**src/design/sip_pkg.sv**
```systemverilog
// Purpose: Constants for the status indicator pattern generator
// Assumes: 125 MHz system clock, 32-bit APB register access
// Notes: Register index kept as printed; byte address is four times it
package sip_pkg;
  localparam logic [15:0] IND2_CTRL_IDX = 16'h404d;
  localparam logic [17:0] IND2_CTRL_ADDR = {IND2_CTRL_IDX, 2'b00};
  localparam int SRC_LSB = 14;
  localparam int PAT_LSB = 8;
  localparam int CNT_LSB = 4;
  localparam int ONT_LSB = 2;
  localparam int RAT_LSB = 0;
  localparam logic [1:0] SRC_RST = 2'h3;
  localparam logic [1:0] PAT_RST = 2'h0;
  localparam logic [1:0] CNT_RST = 2'h2;
  localparam logic [1:0] ONT_RST = 2'h1;
  localparam logic [1:0] RAT_RST = 2'h2;
  localparam logic [15:0] WR_MASK = 16'hc33f;
  // Timebase: one tick per 62.5 ms
  localparam int CLK_HZ = 125000000;
  localparam int TICK_US = 62500;
  localparam int TICK_CYC = CLK_HZ / 1000000 * TICK_US;
  // Off gap after a burst, in ticks (2 s)
  localparam int BURST_GAP_TICKS = 32;
  typedef enum logic [1:0] {SRC_OFF = 2'h0, SRC_PWR = 2'h1, SRC_CHG = 2'h2,
    SRC_MAN = 2'h3} sip_src_t;
  typedef enum logic [1:0] {PAT_OFF = 2'h0, PAT_ON = 2'h1, PAT_PULSE = 2'h2,
    PAT_BURST = 2'h3} sip_pat_t;
endpackage : sip_pkg

```
**src/design/sip_tick.sv**
```systemverilog
// Purpose: Divider giving a one-cycle tick every 62.5 ms
// Assumes: Active-low reset, already released through the top's synchroniser
// Notes: Restart clears the phase so a new pattern starts cleanly
`timescale 1ns/1ps
module sip_tick
  import sip_pkg::*;
#(
  parameter int TICK_CYCLES = TICK_CYC
)
(
  // Clock and reset
  input wire logic clk_i,
  input wire logic rst_n_i,
  // Control
  input wire logic restart_i,
  // Timebase
  output logic tick_o
);
  logic [31:0] cnt_ff;
  always_ff @(posedge clk_i or negedge rst_n_i)
  begin
    if (!rst_n_i)
    begin
      cnt_ff <= 32'h0;
      tick_o <= 1'b0;
    end
    else if (restart_i || cnt_ff == 32'(TICK_CYCLES - 1))
    begin
      cnt_ff <= 32'h0;
      tick_o <= !restart_i;
    end
    else
    begin
      cnt_ff <= cnt_ff + 32'h1;
      tick_o <= 1'b0;
    end
  end
endmodule : sip_tick

```
**src/design/sip_top.sv**
```systemverilog
// Purpose: Pattern generator driving the second status indicator
// Assumes: APB slave, one clock, indications arrive synchronous
// Notes: Pattern timing runs from a 62.5 ms tick
// What this block does
// - Bits 15:14 pick off, power state, charger or manual; reset manual.
// - Programming-memory auto-program error also lights the indicator.
// - Manual pattern bits 9:8 matter only when source is manual.
// - Pattern codes off, on, continuous pulsing, counted burst; reset off.
// - Burst length bits 5:4 give 1, 2, 4, 7 pulses; reset 4.
// - On time bits 3:2 give 1 s, 250, 125, 62.5 ms; reset 250 ms.
// - Ratio bits 1:0 give 1:1, 1:2, 1:3, 1:7; reset 1:3.
//
// Register access over APB is this design's own decision.
`timescale 1ns/1ps
module sip_top
  import sip_pkg::*;
#(
  parameter int TICK_CYCLES = TICK_CYC
)
(
  // Clock and reset
  input wire logic SYS_CLK_I,
  input wire logic RSTN_I,
  // APB slave
  input wire logic PSEL_I,
  input wire logic PENABLE_I,
  input wire logic PWRITE_I,
  input wire logic [31:0] PADDR_I,
  input wire logic [31:0] PWDATA_I,
  output logic [31:0] PRDATA_O,
  output logic PREADY_O,
  output logic PSLVERR_O,
  // Indication sources
  input wire logic PWR_STATE_IND_I,
  input wire logic CHARGER_IND_I,
  input wire logic OTP_PROG_ERR_I,
  // Indicator drive
  output logic INDICATOR_O
);
  logic rst_s1_ff, rst_n;
  always_ff @(posedge SYS_CLK_I or negedge RSTN_I)
  begin
    if (!RSTN_I)
    begin
      rst_s1_ff <= 1'b0;
      rst_n <= 1'b0;
    end
    else
    begin
      rst_s1_ff <= 1'b1;
      rst_n <= rst_s1_ff;
    end
  end

  function automatic logic [3:0] on_ticks(input logic [1:0] c);
    case (c)
      2'h0: on_ticks = 4'd15;
      2'h1: on_ticks = 4'd3;
      2'h2: on_ticks = 4'd1;
      default: on_ticks = 4'd0;
    endcase
  endfunction : on_ticks

  logic [15:0] ctrl_ff;
  logic acc, hit, wr_ok;
  assign acc = PSEL_I && PENABLE_I;
  assign hit = PADDR_I[31:18] == 14'h0 && PADDR_I[17:0] == IND2_CTRL_ADDR;
  assign wr_ok = acc && PWRITE_I && hit;
  assign PREADY_O = 1'b1;
  assign PSLVERR_O = acc && !hit;

  always_ff @(posedge SYS_CLK_I or negedge rst_n)
  begin
    if (!rst_n)
      ctrl_ff <= {SRC_RST, 4'h0, PAT_RST, 2'h0, CNT_RST, ONT_RST, RAT_RST};
    else if (wr_ok)
      ctrl_ff <= PWDATA_I[15:0] & WR_MASK;
  end

  always_ff @(posedge SYS_CLK_I or negedge rst_n)
  begin
    if (!rst_n)
      PRDATA_O <= 32'h0;
    else if (PSEL_I && !PENABLE_I && !PWRITE_I)
      PRDATA_O <= (PADDR_I[17:0] == IND2_CTRL_ADDR && PADDR_I[31:18] == 14'h0) ?
        {16'h0, ctrl_ff} : 32'h0;
  end

  sip_src_t src;
  sip_pat_t pat;
  logic [1:0] cnt_c, ont_c, rat_c;
  assign src = sip_src_t'(ctrl_ff[SRC_LSB +: 2]);
  assign pat = sip_pat_t'(ctrl_ff[PAT_LSB +: 2]);
  assign cnt_c = ctrl_ff[CNT_LSB +: 2];
  assign ont_c = ctrl_ff[ONT_LSB +: 2];
  assign rat_c = ctrl_ff[RAT_LSB +: 2];

  logic restart;
  assign restart = wr_ok;
  logic tick;
  sip_tick #(.TICK_CYCLES(TICK_CYCLES)) u_tick (
    .clk_i(SYS_CLK_I),
    .rst_n_i(rst_n),
    .restart_i(restart),
    .tick_o(tick)
  );

  logic [2:0] pulses;
  logic [3:0] on_len;
  logic [6:0] off_len;
  assign pulses = (cnt_c == 2'h0) ? 3'd1 : (cnt_c == 2'h1) ? 3'd2 :
    (cnt_c == 2'h2) ? 3'd4 : 3'd7;
  assign on_len = on_ticks(ont_c);
  always_comb
  begin
    case (rat_c)
      2'h0: off_len = 7'({3'h0, on_len} + 7'd0);
      2'h1: off_len = 7'({3'h0, on_len} * 7'd2 + 7'd1);
      2'h2: off_len = 7'({3'h0, on_len} * 7'd3 + 7'd2);
      default: off_len = 7'({3'h0, on_len} * 7'd7 + 7'd6);
    endcase
  end

  typedef enum logic [2:0] {PH_ON = 3'b001, PH_OFF = 3'b010, PH_GAP = 3'b100} sip_ph_t;
  sip_ph_t ph_ff;
  logic [6:0] tcnt_ff;
  logic [2:0] pcnt_ff;
  logic pulsing;
  assign pulsing = pat == PAT_PULSE || pat == PAT_BURST;

  always_ff @(posedge SYS_CLK_I or negedge rst_n)
  begin
    if (!rst_n)
    begin
      ph_ff <= PH_ON;
      tcnt_ff <= 7'h0;
      pcnt_ff <= 3'h0;
    end
    else if (restart || !pulsing)
    begin
      ph_ff <= PH_ON;
      tcnt_ff <= 7'h0;
      pcnt_ff <= 3'h0;
    end
    else if (tick)
    begin
      case (ph_ff)
        PH_ON:
          if (tcnt_ff >= {3'h0, on_len})
          begin
            ph_ff <= PH_OFF;
            tcnt_ff <= 7'h0;
          end
          else
            tcnt_ff <= tcnt_ff + 7'h1;
        PH_OFF:
          if (tcnt_ff >= off_len)
          begin
            tcnt_ff <= 7'h0;
            if (pat == PAT_BURST && pcnt_ff + 3'h1 >= pulses)
            begin
              ph_ff <= PH_GAP;
              pcnt_ff <= 3'h0;
            end
            else
            begin
              ph_ff <= PH_ON;
              pcnt_ff <= (pat == PAT_BURST) ? pcnt_ff + 3'h1 : 3'h0;
            end
          end
          else
            tcnt_ff <= tcnt_ff + 7'h1;
        PH_GAP:
          if (tcnt_ff >= 7'(BURST_GAP_TICKS - 1))
          begin
            ph_ff <= PH_ON;
            tcnt_ff <= 7'h0;
          end
          else
            tcnt_ff <= tcnt_ff + 7'h1;
        default:
          ph_ff <= PH_ON;
      endcase
    end
  end

  logic man_out, nxt_out;
  always_comb
  begin
    case (pat)
      PAT_ON: man_out = 1'b1;
      PAT_PULSE, PAT_BURST: man_out = ph_ff == PH_ON;
      default: man_out = 1'b0;
    endcase
    case (src)
      SRC_PWR: nxt_out = PWR_STATE_IND_I;
      SRC_CHG: nxt_out = CHARGER_IND_I;
      SRC_MAN: nxt_out = man_out;
      default: nxt_out = 1'b0;
    endcase
    nxt_out = nxt_out | OTP_PROG_ERR_I;
  end

  always_ff @(posedge SYS_CLK_I or negedge rst_n)
  begin
    if (!rst_n)
      INDICATOR_O <= 1'b0;
    else
      INDICATOR_O <= nxt_out;
  end

  // Assertions
  a_err_lights: assert property (@(posedge SYS_CLK_I) disable iff (!rst_n)
    OTP_PROG_ERR_I |=> INDICATOR_O) else $error("error not shown");
  a_src_off_dark: assert property (@(posedge SYS_CLK_I) disable iff (!rst_n)
    (src == SRC_OFF && !OTP_PROG_ERR_I) |=> !INDICATOR_O) else $error("off source lit");
  a_pat_ignored: assert property (@(posedge SYS_CLK_I) disable iff (!rst_n)
    (src == SRC_CHG && !OTP_PROG_ERR_I) |=> INDICATOR_O == $past(CHARGER_IND_I))
    else $error("charger not followed");
  a_man_const: assert property (@(posedge SYS_CLK_I) disable iff (!rst_n)
    (src == SRC_MAN && pat == PAT_ON) |=> INDICATOR_O) else $error("constant not on");
  a_burst_count: assert property (@(posedge SYS_CLK_I) disable iff (!rst_n)
    pcnt_ff < pulses) else $error("burst count overrun");
  a_on_bound: assert property (@(posedge SYS_CLK_I) disable iff (!rst_n)
    ph_ff == PH_ON |-> tcnt_ff <= {3'h0, on_len}) else $error("on time overrun");
  a_off_bound: assert property (@(posedge SYS_CLK_I) disable iff (!rst_n)
    ph_ff == PH_OFF |-> tcnt_ff <= off_len) else $error("off time overrun");
  a_restart_on: assert property (@(posedge SYS_CLK_I) disable iff (!rst_n)
    restart |=> ph_ff == PH_ON && tcnt_ff == 7'h0) else $error("no restart");
  c_burst_gap: cover property (@(posedge SYS_CLK_I) disable iff (!rst_n) ph_ff == PH_GAP);
  c_pulse_off: cover property (@(posedge SYS_CLK_I) disable iff (!rst_n)
    pat == PAT_PULSE && ph_ff == PH_OFF);
  c_write: cover property (@(posedge SYS_CLK_I) disable iff (!rst_n) wr_ok);
endmodule : sip_top

```
**config.mk**
```make
export PLATFORM = sky130hd
export DESIGN_NAME = sip_top
export DESIGN_NICKNAME = d
export VERILOG_FILES = /design/src/design/sip_pkg.sv /design/src/design/sip_tick.sv /design/src/design/sip_top.sv
export SDC_FILE = /design/constraint.sdc
export NUM_CORES = 1
export LEC_CHECK = 0
export BUFFER_PORTS_ARGS = -buffer_cell sky130_fd_sc_hd__buf_2
export CAP_MARGIN = 10
export CORE_MARGIN = 1.5
export CORE_UTILIZATION = 58
export DETAILED_ROUTE_END_ITERATION = 8
export PLACE_DENSITY = 0.91
export SLEW_MARGIN = 20
export SYNTH_ARGS = -nofsm -noshare
export SYNTH_HDL_FRONTEND = slang
export SYNTH_SLANG_ARGS = --single-unit
```
**constraint.sdc**
```tcl
create_clock -name SYS_CLK_I -period 5 [get_ports SYS_CLK_I]
set_input_delay 0.75 -clock SYS_CLK_I [delete_from_list [all_inputs] [get_ports SYS_CLK_I]]
set_output_delay 0.75 -clock SYS_CLK_I [all_outputs]
set_load 0.02 [all_outputs]
```
Word level (Yosys, flattened, before mapping)
Cells that the tools add are included.
{ "totals": {"regBits": 91, "inputBits": 72, "output_inout_bits": 35, "wordCells": 100} }
{ "op_classes": {"add_sub_neg": 6, "multipliers": 2, "magnitude_cmp": 4, "eq_ne": 20, "mux": 29, "n_bitwise": 1, "n_reduce_logical": 28} }
{ "ops": {"columns": ["cell", "n"], "rows": [
  ["2-to-1 mux 3 bit", 14],
  ["case mux 7 bit (3 select lines)", 2],
  ["2-to-1 mux 7 bit", 5],
  ["adder 32 x 1 -> 32 bit (second input constant)", 1],
  ["equality test 32 x 23 -> 1 bit (second input constant)", 1],
  ["2-to-1 mux 32 bit", 1],
  ["equality test 18 x 17 -> 1 bit (second input constant)", 1],
  ["2-to-1 mux 16 bit", 1],
  ["equality test 2 bit (second input constant)", 7],
  ["zero test 14 bit", 1],
  ["case mux 4 bit (3 select lines)", 1],
  ["equality test 2 x 1 -> 1 bit (second input constant)", 5],
  ["inequality test 3 bit (second input constant)", 3],
  ["case mux 3 bit (3 select lines)", 1],
  ["logical AND 1 bit", 8],
  ["adder 6 x 2 -> 7 bit (second input constant)", 1],
  ["adder 7 x 1 -> 7 bit (second input constant)", 1],
  ["adder 7 x 3 -> 7 bit (second input constant)", 1],
  [">= comparator 7 x 4 -> 1 bit", 1],
  [">= comparator 7 x 5 -> 1 bit (second input constant)", 1],
  [">= comparator 7 bit", 1],
  ["multiplier 4 x 3 -> 7 bit (second input constant)", 1],
  ["adder 5 x 1 -> 6 bit (second input constant)", 1],
  ["zero test 2 bit", 3],
  ["other kinds (19)", 27]
]} }

Depth between registers and ports, before layout
Gate-level depths: netlist (run 1).
{ "depth": {"word_depth": 11, "depth_mapped": 12, "ltp_nobuf": 11} }

By module
From an unflattened synthesis (run 1), not the netlist that was laid out.
{ "unflattened": {"hier_cells": 449, "hier_area_um2": 4359.2} }
{ "modules_own_cells": {"columns": ["mod", "instances", "cells_each", "area_each_um2"], "rows": [
  ["sip_top", 1, 262, 2487.4],
  ["sip_tick", 1, 187, 1871.8]
]} }

Worst setup path after synthesis (run 1)
OpenSTA, ideal clock, no wires.
{ "synth_timing": {"path_type": "register to register", "from": "register ctrl_ff[2]", "to": "register pcnt_ff[2]", "arrival_time_ps": 2924, "slack_ps": 1998, "stages_incl_launch_ff": 12, "period_less_slack_ps": 3002, "path_cell_list": "dfstp_2 -> clkbuf_1 -> nor2_1 -> ha_1 -> nor3_1 -> a221o_1 -> ha_1 -> nand4_1 -> o31ai_1 -> nor4b_1 -> nand3b_1 -> a21oi_1"} }
{ "synth_via": {"elab_chain_len": 8, "word_cells_on_any_way": 13} }
{ "synth_rtl": {"columns": ["item", "line", "source"], "rows": [
  ["start, declared", "sip_top.sv:64", "logic [15:0] ctrl_ff;"],
  ["start signal, assigned", "sip_top.sv:75", "ctrl_ff <= {SRC_RST, 4'h0, PAT_RST, 2'h0, CNT_RST, ONT_RST, RAT_RST};"],
  ["start signal, assigned", "sip_top.sv:77", "ctrl_ff <= PWDATA_I[15:0] & WR_MASK;"],
  ["equality test 2 bit (tied with other cells)", "sip_top.sv:56", "case (c)"],
  ["case mux 4 bit (3 select lines) (*)", "sip_top.sv:56", null],
  ["multiplier 4 x 3 -> 7 bit / multiplier 4 x 2 -> 6 bit (equally long branches)", "sip_top.sv:120, sip_top.sv:119", null],
  ["adder 7 x 3 -> 7 bit / adder 6 x 2 -> 7 bit (equally long branches)", "sip_top.sv:120, sip_top.sv:119", null],
  ["case mux 7 bit (3 select lines) (*)", "sip_top.sv:116", "case (rat_c)"],
  [">= comparator 7 bit (*)", "sip_top.sv:157", "if (tcnt_ff >= off_len)"],
  ["nonzero test 2 bit (no line) (*)", null, null],
  ["AND reduction 3 bit (no line) (*)", null, null],
  ["end signal, assigned", "sip_top.sv:168", "pcnt_ff <= (pat == PAT_BURST) ? pcnt_ff + 3'h1 : 3'h0;"],
  ["end, declared", "sip_top.sv:127", "logic [2:0] pcnt_ff;"]
]} }
Mark *: on every way between the ends. The rest lies on a longest branch, timed or not.
A chain may end at the register's enable or synchronous reset.

Worst setup path in the final report (run 1)
Ends and elaborated chain as after synthesis.

==> flow_metrics.tcl, run 1 <==
set metrics [dict create \
    grt_pass1_vias 3504 \
    yosysSeqAreaShare 0.4160 \
    crit_family "compound AO/OA/AOI/OAI gates" \
    endpoint_kind "register" \
    drt_iter0_markers 150 \
    synth_edf_count 0 \
    final_common_cell "dfrtp_1" \
    clockBufferDepth 2 \
    nets 590 \
    synth.distinct_cells 59 \
    initial_core_util 0.6069 \
    maxCapViolations 0 \
    hold_class "in2async" \
    ys_warn_count 0 \
    cts_setup_buffers 0 \
    synthFlopType "dfrtp_1" \
    cp_slowest_cell "dfstp_2" \
    path_common_cell "ha_1" \
    die_w_um 87.78 \
    gp_congestion 0.8343 \
    fin_util 0.6863 \
    cp-start-kind "register" \
    async_flop_share 1.000 \
    io_pins 107 \
    status "completed" \
    worstPathArrival_ps 3600 \
    fmax_mhz 301.8 \
    cts_hold_buf 0 \
    grt_pass1_wl_um 15410 \
    portBuffers 61 \
    mostFrequentLayoutCells "dfrtp_1 (62), buf_2 (61), nor2_1 (52)" \
    worst_pin_slew_ps 820.9 \
    cp_cell_sequence "nor2_1 > ha_1 > nor3_1 > a221o_1 > ha_1 > nand4_1 > o31ai_1 > nor4b_1 > nand3b_1 > a21oi_1" \
    leakagePower_nw 2.278 \
    slew_violations 0 \
    multi_input_area_um2 2227 \
    synthesis.area_um2 4169 \
    drc 0 \
    fin_crit_sh 0.6627 \
    slowest_delay_ps 660 \
    cts.htree.levels 3 \
    max_slew_margin 0.4527 \
    tritoncts "yes" \
    cts_buffers 9 \
    grt_overflow 0 \
    crit_type "reg2reg" \
    cts.repair.resized 0 \
    rsz0062_at_grt "no" \
    postSynthAreaPerCell_um2 9.540 \
    die-area_um2 7705 \
    cp_num_buf_inv 0 \
    routed_via_density 5.569 \
    coreArea_um2 6869 \
    ir_drop_v 0.0001869 \
    min_period_ps 3313 \
    crit_path_max_fanout 12 \
    final_layout_size_suffix_gt1_frac 0.2151 \
    seqCellArea_um2 1735 \
    vias 3330 \
    finalSetupViolCount 0 \
    antenna_cells 0 \
    insertion_delay_ps 360 \
    clk_pin_slew_ps 90 \
    cts.sinks 69 \
    wirelength_um 8847 \
    root_buffer "clkbuf_8" \
    firstDrtPassIters 4 \
    area_growth_syn_to_layout_pct 13.09 \
    setup-tns-final_ps 0 \
    grt_max_degree 68 \
    fin_skew_ps 13.01 \
    die_y_um 87.78 \
    syn_inst 437 \
    post_drt_wl_per_cell_um 14.79 \
    fill_cells 547 \
    powerDensity_nw_per_um2 251.1 \
    drtAntennaViolNets 0 \
    hpwl_um 6417 \
    antenna_found_initial 0 \
    ys_ff_latch 69 \
    hold_viol 0 \
    grt.total_usage 0.2562 \
    crit_required_ps 5290 \
    fp-row-count 30 \
]
-- report_power, final --
part,switching [mW],leakage (nW),total (mW),internal (mW)
sequential,0.000245,0.904,0.559,0.559
combinational,0.0399,1.25,0.0583,0.0184
clock,0.232,0.120,0.566,0.334
-- final timing paths --
check / depth (start not counted) / endpoint / startpoint / slack [ps]
max in group asynchronous: 1 / u_tick.cnt_ff[15] / rst_n / 4030
setup / recovery: 10 / pcnt_ff[2] / ctrl_ff[2] / 1690
min in group SYS_CLK_I: 0 / rst_n / rst_s1_ff / 350
setup reg to reg: 10 / pcnt_ff[2] / ctrl_ff[2] / 1690
hold / removal: 1 / rst_n / RSTN_I / 170
hold reg to reg: 0 / rst_n / rst_s1_ff / 350
-- per-layer routing --
metal / up-vias / GRT usage / routed length (µm)
met2: 81 / 0.4823 / 4866
met5: - / 0 / 0
met1: 1635 / 0.2812 / 3484
met4: 0 / 0.08369 / 139
met3: 13 / 0.06032 / 357
li1: 1601 / - / -
-- registers in the layout (all words and copies together) (netlist names) --
register       flops
INDICATOR_O        1
PRDATA_O          10
ctrl_ff           10
pcnt_ff            3
ph_ff              3
rst_n              1
rst_s1_ff          1
tcnt_ff            7
u_tick.cnt_ff     32
u_tick.tick_o      1
-- layout make-up --
type / instances / area share
clock buffer: 9 / 0.02627
sequential: 69 / 0.3681
timing repair buffer: 63 / 0.06794
tap: 96 / 0.02548
inverter: 17 / 0.01354
multi-input combinational: 337 / 0.4724
clock inverter: 7 / 0.02627
-- cells in the mapped netlist, types with 3 or more instances --
| cell type | instances | area (µm²) |
|---|---|---|
| dfrtp_1 | 63 | 1577 |
| nor2_1 | 52 | 195.2 |
| nand2_1 | 36 | 135.1 |
| nand3_1 | 25 | 125.1 |
| buf_4 | 23 | 172.7 |
| ha_1 | 21 | 262.8 |
| xnor2_1 | 18 | 157.7 |
| inv_1 | 17 | 63.81 |
| xor2_1 | 13 | 113.9 |
| a21oi_1 | 12 | 60.06 |
| a22o_1 | 10 | 87.58 |
| and3_1 | 10 | 62.56 |
| nand2b_1 | 9 | 56.30 |
| o21ai_0 | 9 | 45.04 |
| o21ai_1 | 9 | 45.04 |
| nand4_1 | 8 | 50.05 |
| nor3_1 | 8 | 40.04 |
| clkbuf_1 | 7 | 26.28 |
| buf_2 | 6 | 30.03 |
| dfstp_2 | 6 | 157.7 |
| a31oi_1 | 5 | 31.28 |
| mux2i_1 | 4 | 40.04 |
| nor4_1 | 4 | 25.02 |
| or2_2 | 4 | 25.02 |
| or3_1 | 4 | 25.02 |
| a211oi_1 | 3 | 22.52 |
| a21o_1 | 3 | 22.52 |
| and2_1 | 3 | 18.77 |
| mux2_1 | 3 | 33.78 |
| nor4_2 | 3 | 37.54 |
| nor4_4 | 3 | 63.81 |
-- stage by stage --
step	power (mW)	worst slack, ps	cells	cell area [µm²]	hold slack (ps)
floorplan	0.6142	1998	459	4252	331.2
global placement	0.6272	1831	582	4464	337.0
detailed placement	0.6291	1671	582	4464	336.5
CTS	1.196	1675	598	4712	157.2
global route	1.224	1341	598	4715	157.4
finish	1.184	1687	598	4715	172.8
-- cell families after synthesis --
logic type	share of synthesized area
other	0.001801
XOR/XNOR	0.06513
multiplexers	0.01771
AND/OR/NAND/NOR	0.2551
flip-flops	0.4160
adder cells (fa/ha/maj)	0.06302
buffers and inverters	0.07023
AO/OA/AOI/OAI	0.1110
(Power assumes the default switching activity.)
==> run 2, diff against run 1 <==
ABC_AREA = 1   (was default)
CORE_UTILIZATION = 55   (was 58)
PLACE_DENSITY = 0.86   (was 0.91)
clock period = 3.35 ns   (was 5 ns; I/O delays follow)
==> flow_metrics.tcl, run 2 <==
set metrics [dict create \
    rsz0062_at_grt "no" \
    initial_core_util 0.5598 \
    grt_pass1_vias 4267 \
    hold_viol 0 \
    antenna_found_initial 0 \
    fin_skew_ps 23.37 \
    total_power_mw 1.613 \
    drtAntennaViolNets 0 \
    yosysSeqAreaShare 0.3587 \
    mostFrequentLayoutCells "nand2_1 (152), nor2_1 (96), inv_1 (83)" \
    wirelength_um 10880 \
    clockBufferDepth 2 \
    nets 821 \
    die-area_um2 9362 \
    ys_warn_count 0 \
    fill_cells 766 \
    r2r_start "ctrl_ff[3]" \
    multi_input_area_um2 2635 \
    cts.htree.levels 3 \
    insertion_delay_ps 360 \
    vias 4452 \
    antenna_cells 0 \
    final_layout_size_suffix_gt1_frac 0.1896 \
    crit_path_max_fanout 8 \
    largest-register "u_tick.cnt_ff" \
    finalNonFillerCells 841 \
    synth_top_cell_by_area "dfrtp_1" \
    synth_edf_count 0 \
    crit_type "reg2reg" \
    cts_hold_buf 1 \
    seqCellArea_um2 1735 \
    clk_pin_slew_ps 100 \
    worst_pin_slew_ps 957.7 \
    post_drt_wl_per_cell_um 12.94 \
    coreArea_um2 8636 \
    async_flop_share 1.000 \
    cts_setup_buffers 0 \
    ys_ff_latch 69 \
    hpwl_um 8532 \
    maxCapViolations 0 \
    status "completed" \
    die_w_um 96.76 \
    area_growth_syn_to_layout_pct 10.82 \
    worstPathArrival_ps 2850 \
    finalSetupViolCount 0 \
    final_common_cell "nand2_1" \
    dpl.cell_count 824 \
    grt_overflow 0 \
    max_slew_margin 0.3588 \
    synthesis.area_um2 4835 \
    cp-start-kind "register" \
    drt_iter0_markers 271 \
    cts_buffers 9 \
    synthFlopType "dfrtp_1" \
    synth_top_area_share 0.3261 \
    fin_hold_ws_ps 182.1 \
    drc 0 \
    crit_start "ctrl_ff[3]" \
    root_buffer "clkbuf_8" \
    setup-tns-final_ps 0 \
    fin_crit_sh 0.7661 \
    die_y_um 96.76 \
    worst_slack_ps 783.6 \
    yosysMostFrequentCell "nand2_1" \
    min_period_ps 2566 \
    crit_required_ps 3640 \
    synth.distinct_cells 39 \
    routed_via_density 5.294 \
    endpoint_kind "register" \
    leakagePower_nw 2.672 \
    gp_congestion 0.9144 \
    grt.total_usage 0.2435 \
    hold_class "reg2async" \
    synthTopCellsByCount "nand2_1 (152), nor2_1 (96), inv_1 (83)" \
    dp_worst_setup_slack_ps 878.9 \
    firstDrtPassIters 5 \
    grt_max_degree 51 \
    fp-row-count 34 \
    portBuffers 61 \
    slew_violations 0 \
    io_pins 107 \
    powerDensity_nw_per_um2 301.0 \
    cts.sinks 69 \
    largest_register_ffs 32 \
    postSynthAreaPerCell_um2 7.303 \
    reg_top3 "u_tick.cnt_ff (32), PRDATA_O (10), ctrl_ff (10)" \
    tritoncts "yes" \
    grt_pass1_wl_um 18860 \
    fmax_mhz 389.7 \
    cts.repair.resized 0 \
    yosys-top-cells-area "dfrtp_1 (33%), nand2_1 (12%), nor2_1 (7.5%)" \
    syn_inst 662 \
    ir_drop_v 0.0002343 \
]
==> run 2: cell types whose count changed in the layout (fill, tap and decap cells not counted), moves of 7 or more <==
cell      delta
a22o_1      -10
xor2_1       +7
nor2_2      +14
nand2b_1     -8
nand2_2      +7
inv_1       +66
and3_1      -10
nand2_1    +116
nor3_2       +8
nor2_1      +44
xnor2_1     -11
nand3_1     +26
nor3_1      +14
==> run 2: critical path, stage by stage, from the launching register on <==
cell and delay [ps]:
dfrtp_1 490, nor2_1 310, ha_1 210, nand3_1 80
nand2_1 80, a21oi_1 50, ha_1 310, nand2_1 70
nand2_1 50, a21oi_1 160, nand3_1 120, nand3_1 80
nand2_1 50, nor2_1 290, nand2_1 100, nand2_1 80
==> run 2: layout make-up <==
class	instances	share of cell area
clock buffers	10	0.02382
flip-flops and latches	69	0.3239
clock inverters	6	0.01191
well taps	108	0.02522
multi-input cells	496	0.4918
repair buffers	64	0.06165
inverters	88	0.06165
==> run 2: final timing paths <==
path                                endpoint  slack, ps  cells after the start
max                               tcnt_ff[3]        780                     15
min                         u_tick.cnt_ff[1]        180                      0
max reg2reg                       tcnt_ff[3]        780                     15
min reg2reg                 u_tick.cnt_ff[1]        180                      0
max in group asynchronous  u_tick.cnt_ff[15]       2200                      1
min in group SYS_CLK_I            ctrl_ff[3]        340                      3
==> run 2: kinds of logic after synthesis <==
| family | share of synthesized area |
|---|---|
| DFF | 0.3587 |
| AOI/OAI and AO/OA | 0.04374 |
| xor gates and xnor gates | 0.05228 |
| buffers and inverters | 0.1144 |
| adders and majority gates | 0.05435 |
| other | 0.001553 |
| and+or+nand+nor | 0.3750 |
==> run 2: power by group <==
group          internal, mW  switching [mW]  leakage [nW]
registers             0.835         0.00451         0.905
logic                0.0303          0.0639          1.67
clock network         0.343           0.336        0.0923
==> run 2: per-layer routing <==
layer / part of all wire / vias to the layer above / track usage
met4: 0.016 / 0 / 0.08473
met5: 0 / - / 0
met3: 0.058 / 14 / 0.03251
met1: 0.45 / 2093 / 0.3253
met2: 0.48 / 172 / 0.4077
li1: - / 2173 / -
==> run 2: through the flow <==
stage	cell area, µm²	utilization
floorplan	4917	-
global placement	5156	0.5971
detailed placement	5156	0.5971
CTS	5358	0.6204
global route	5358	0.6204
finish	5358	0.6204
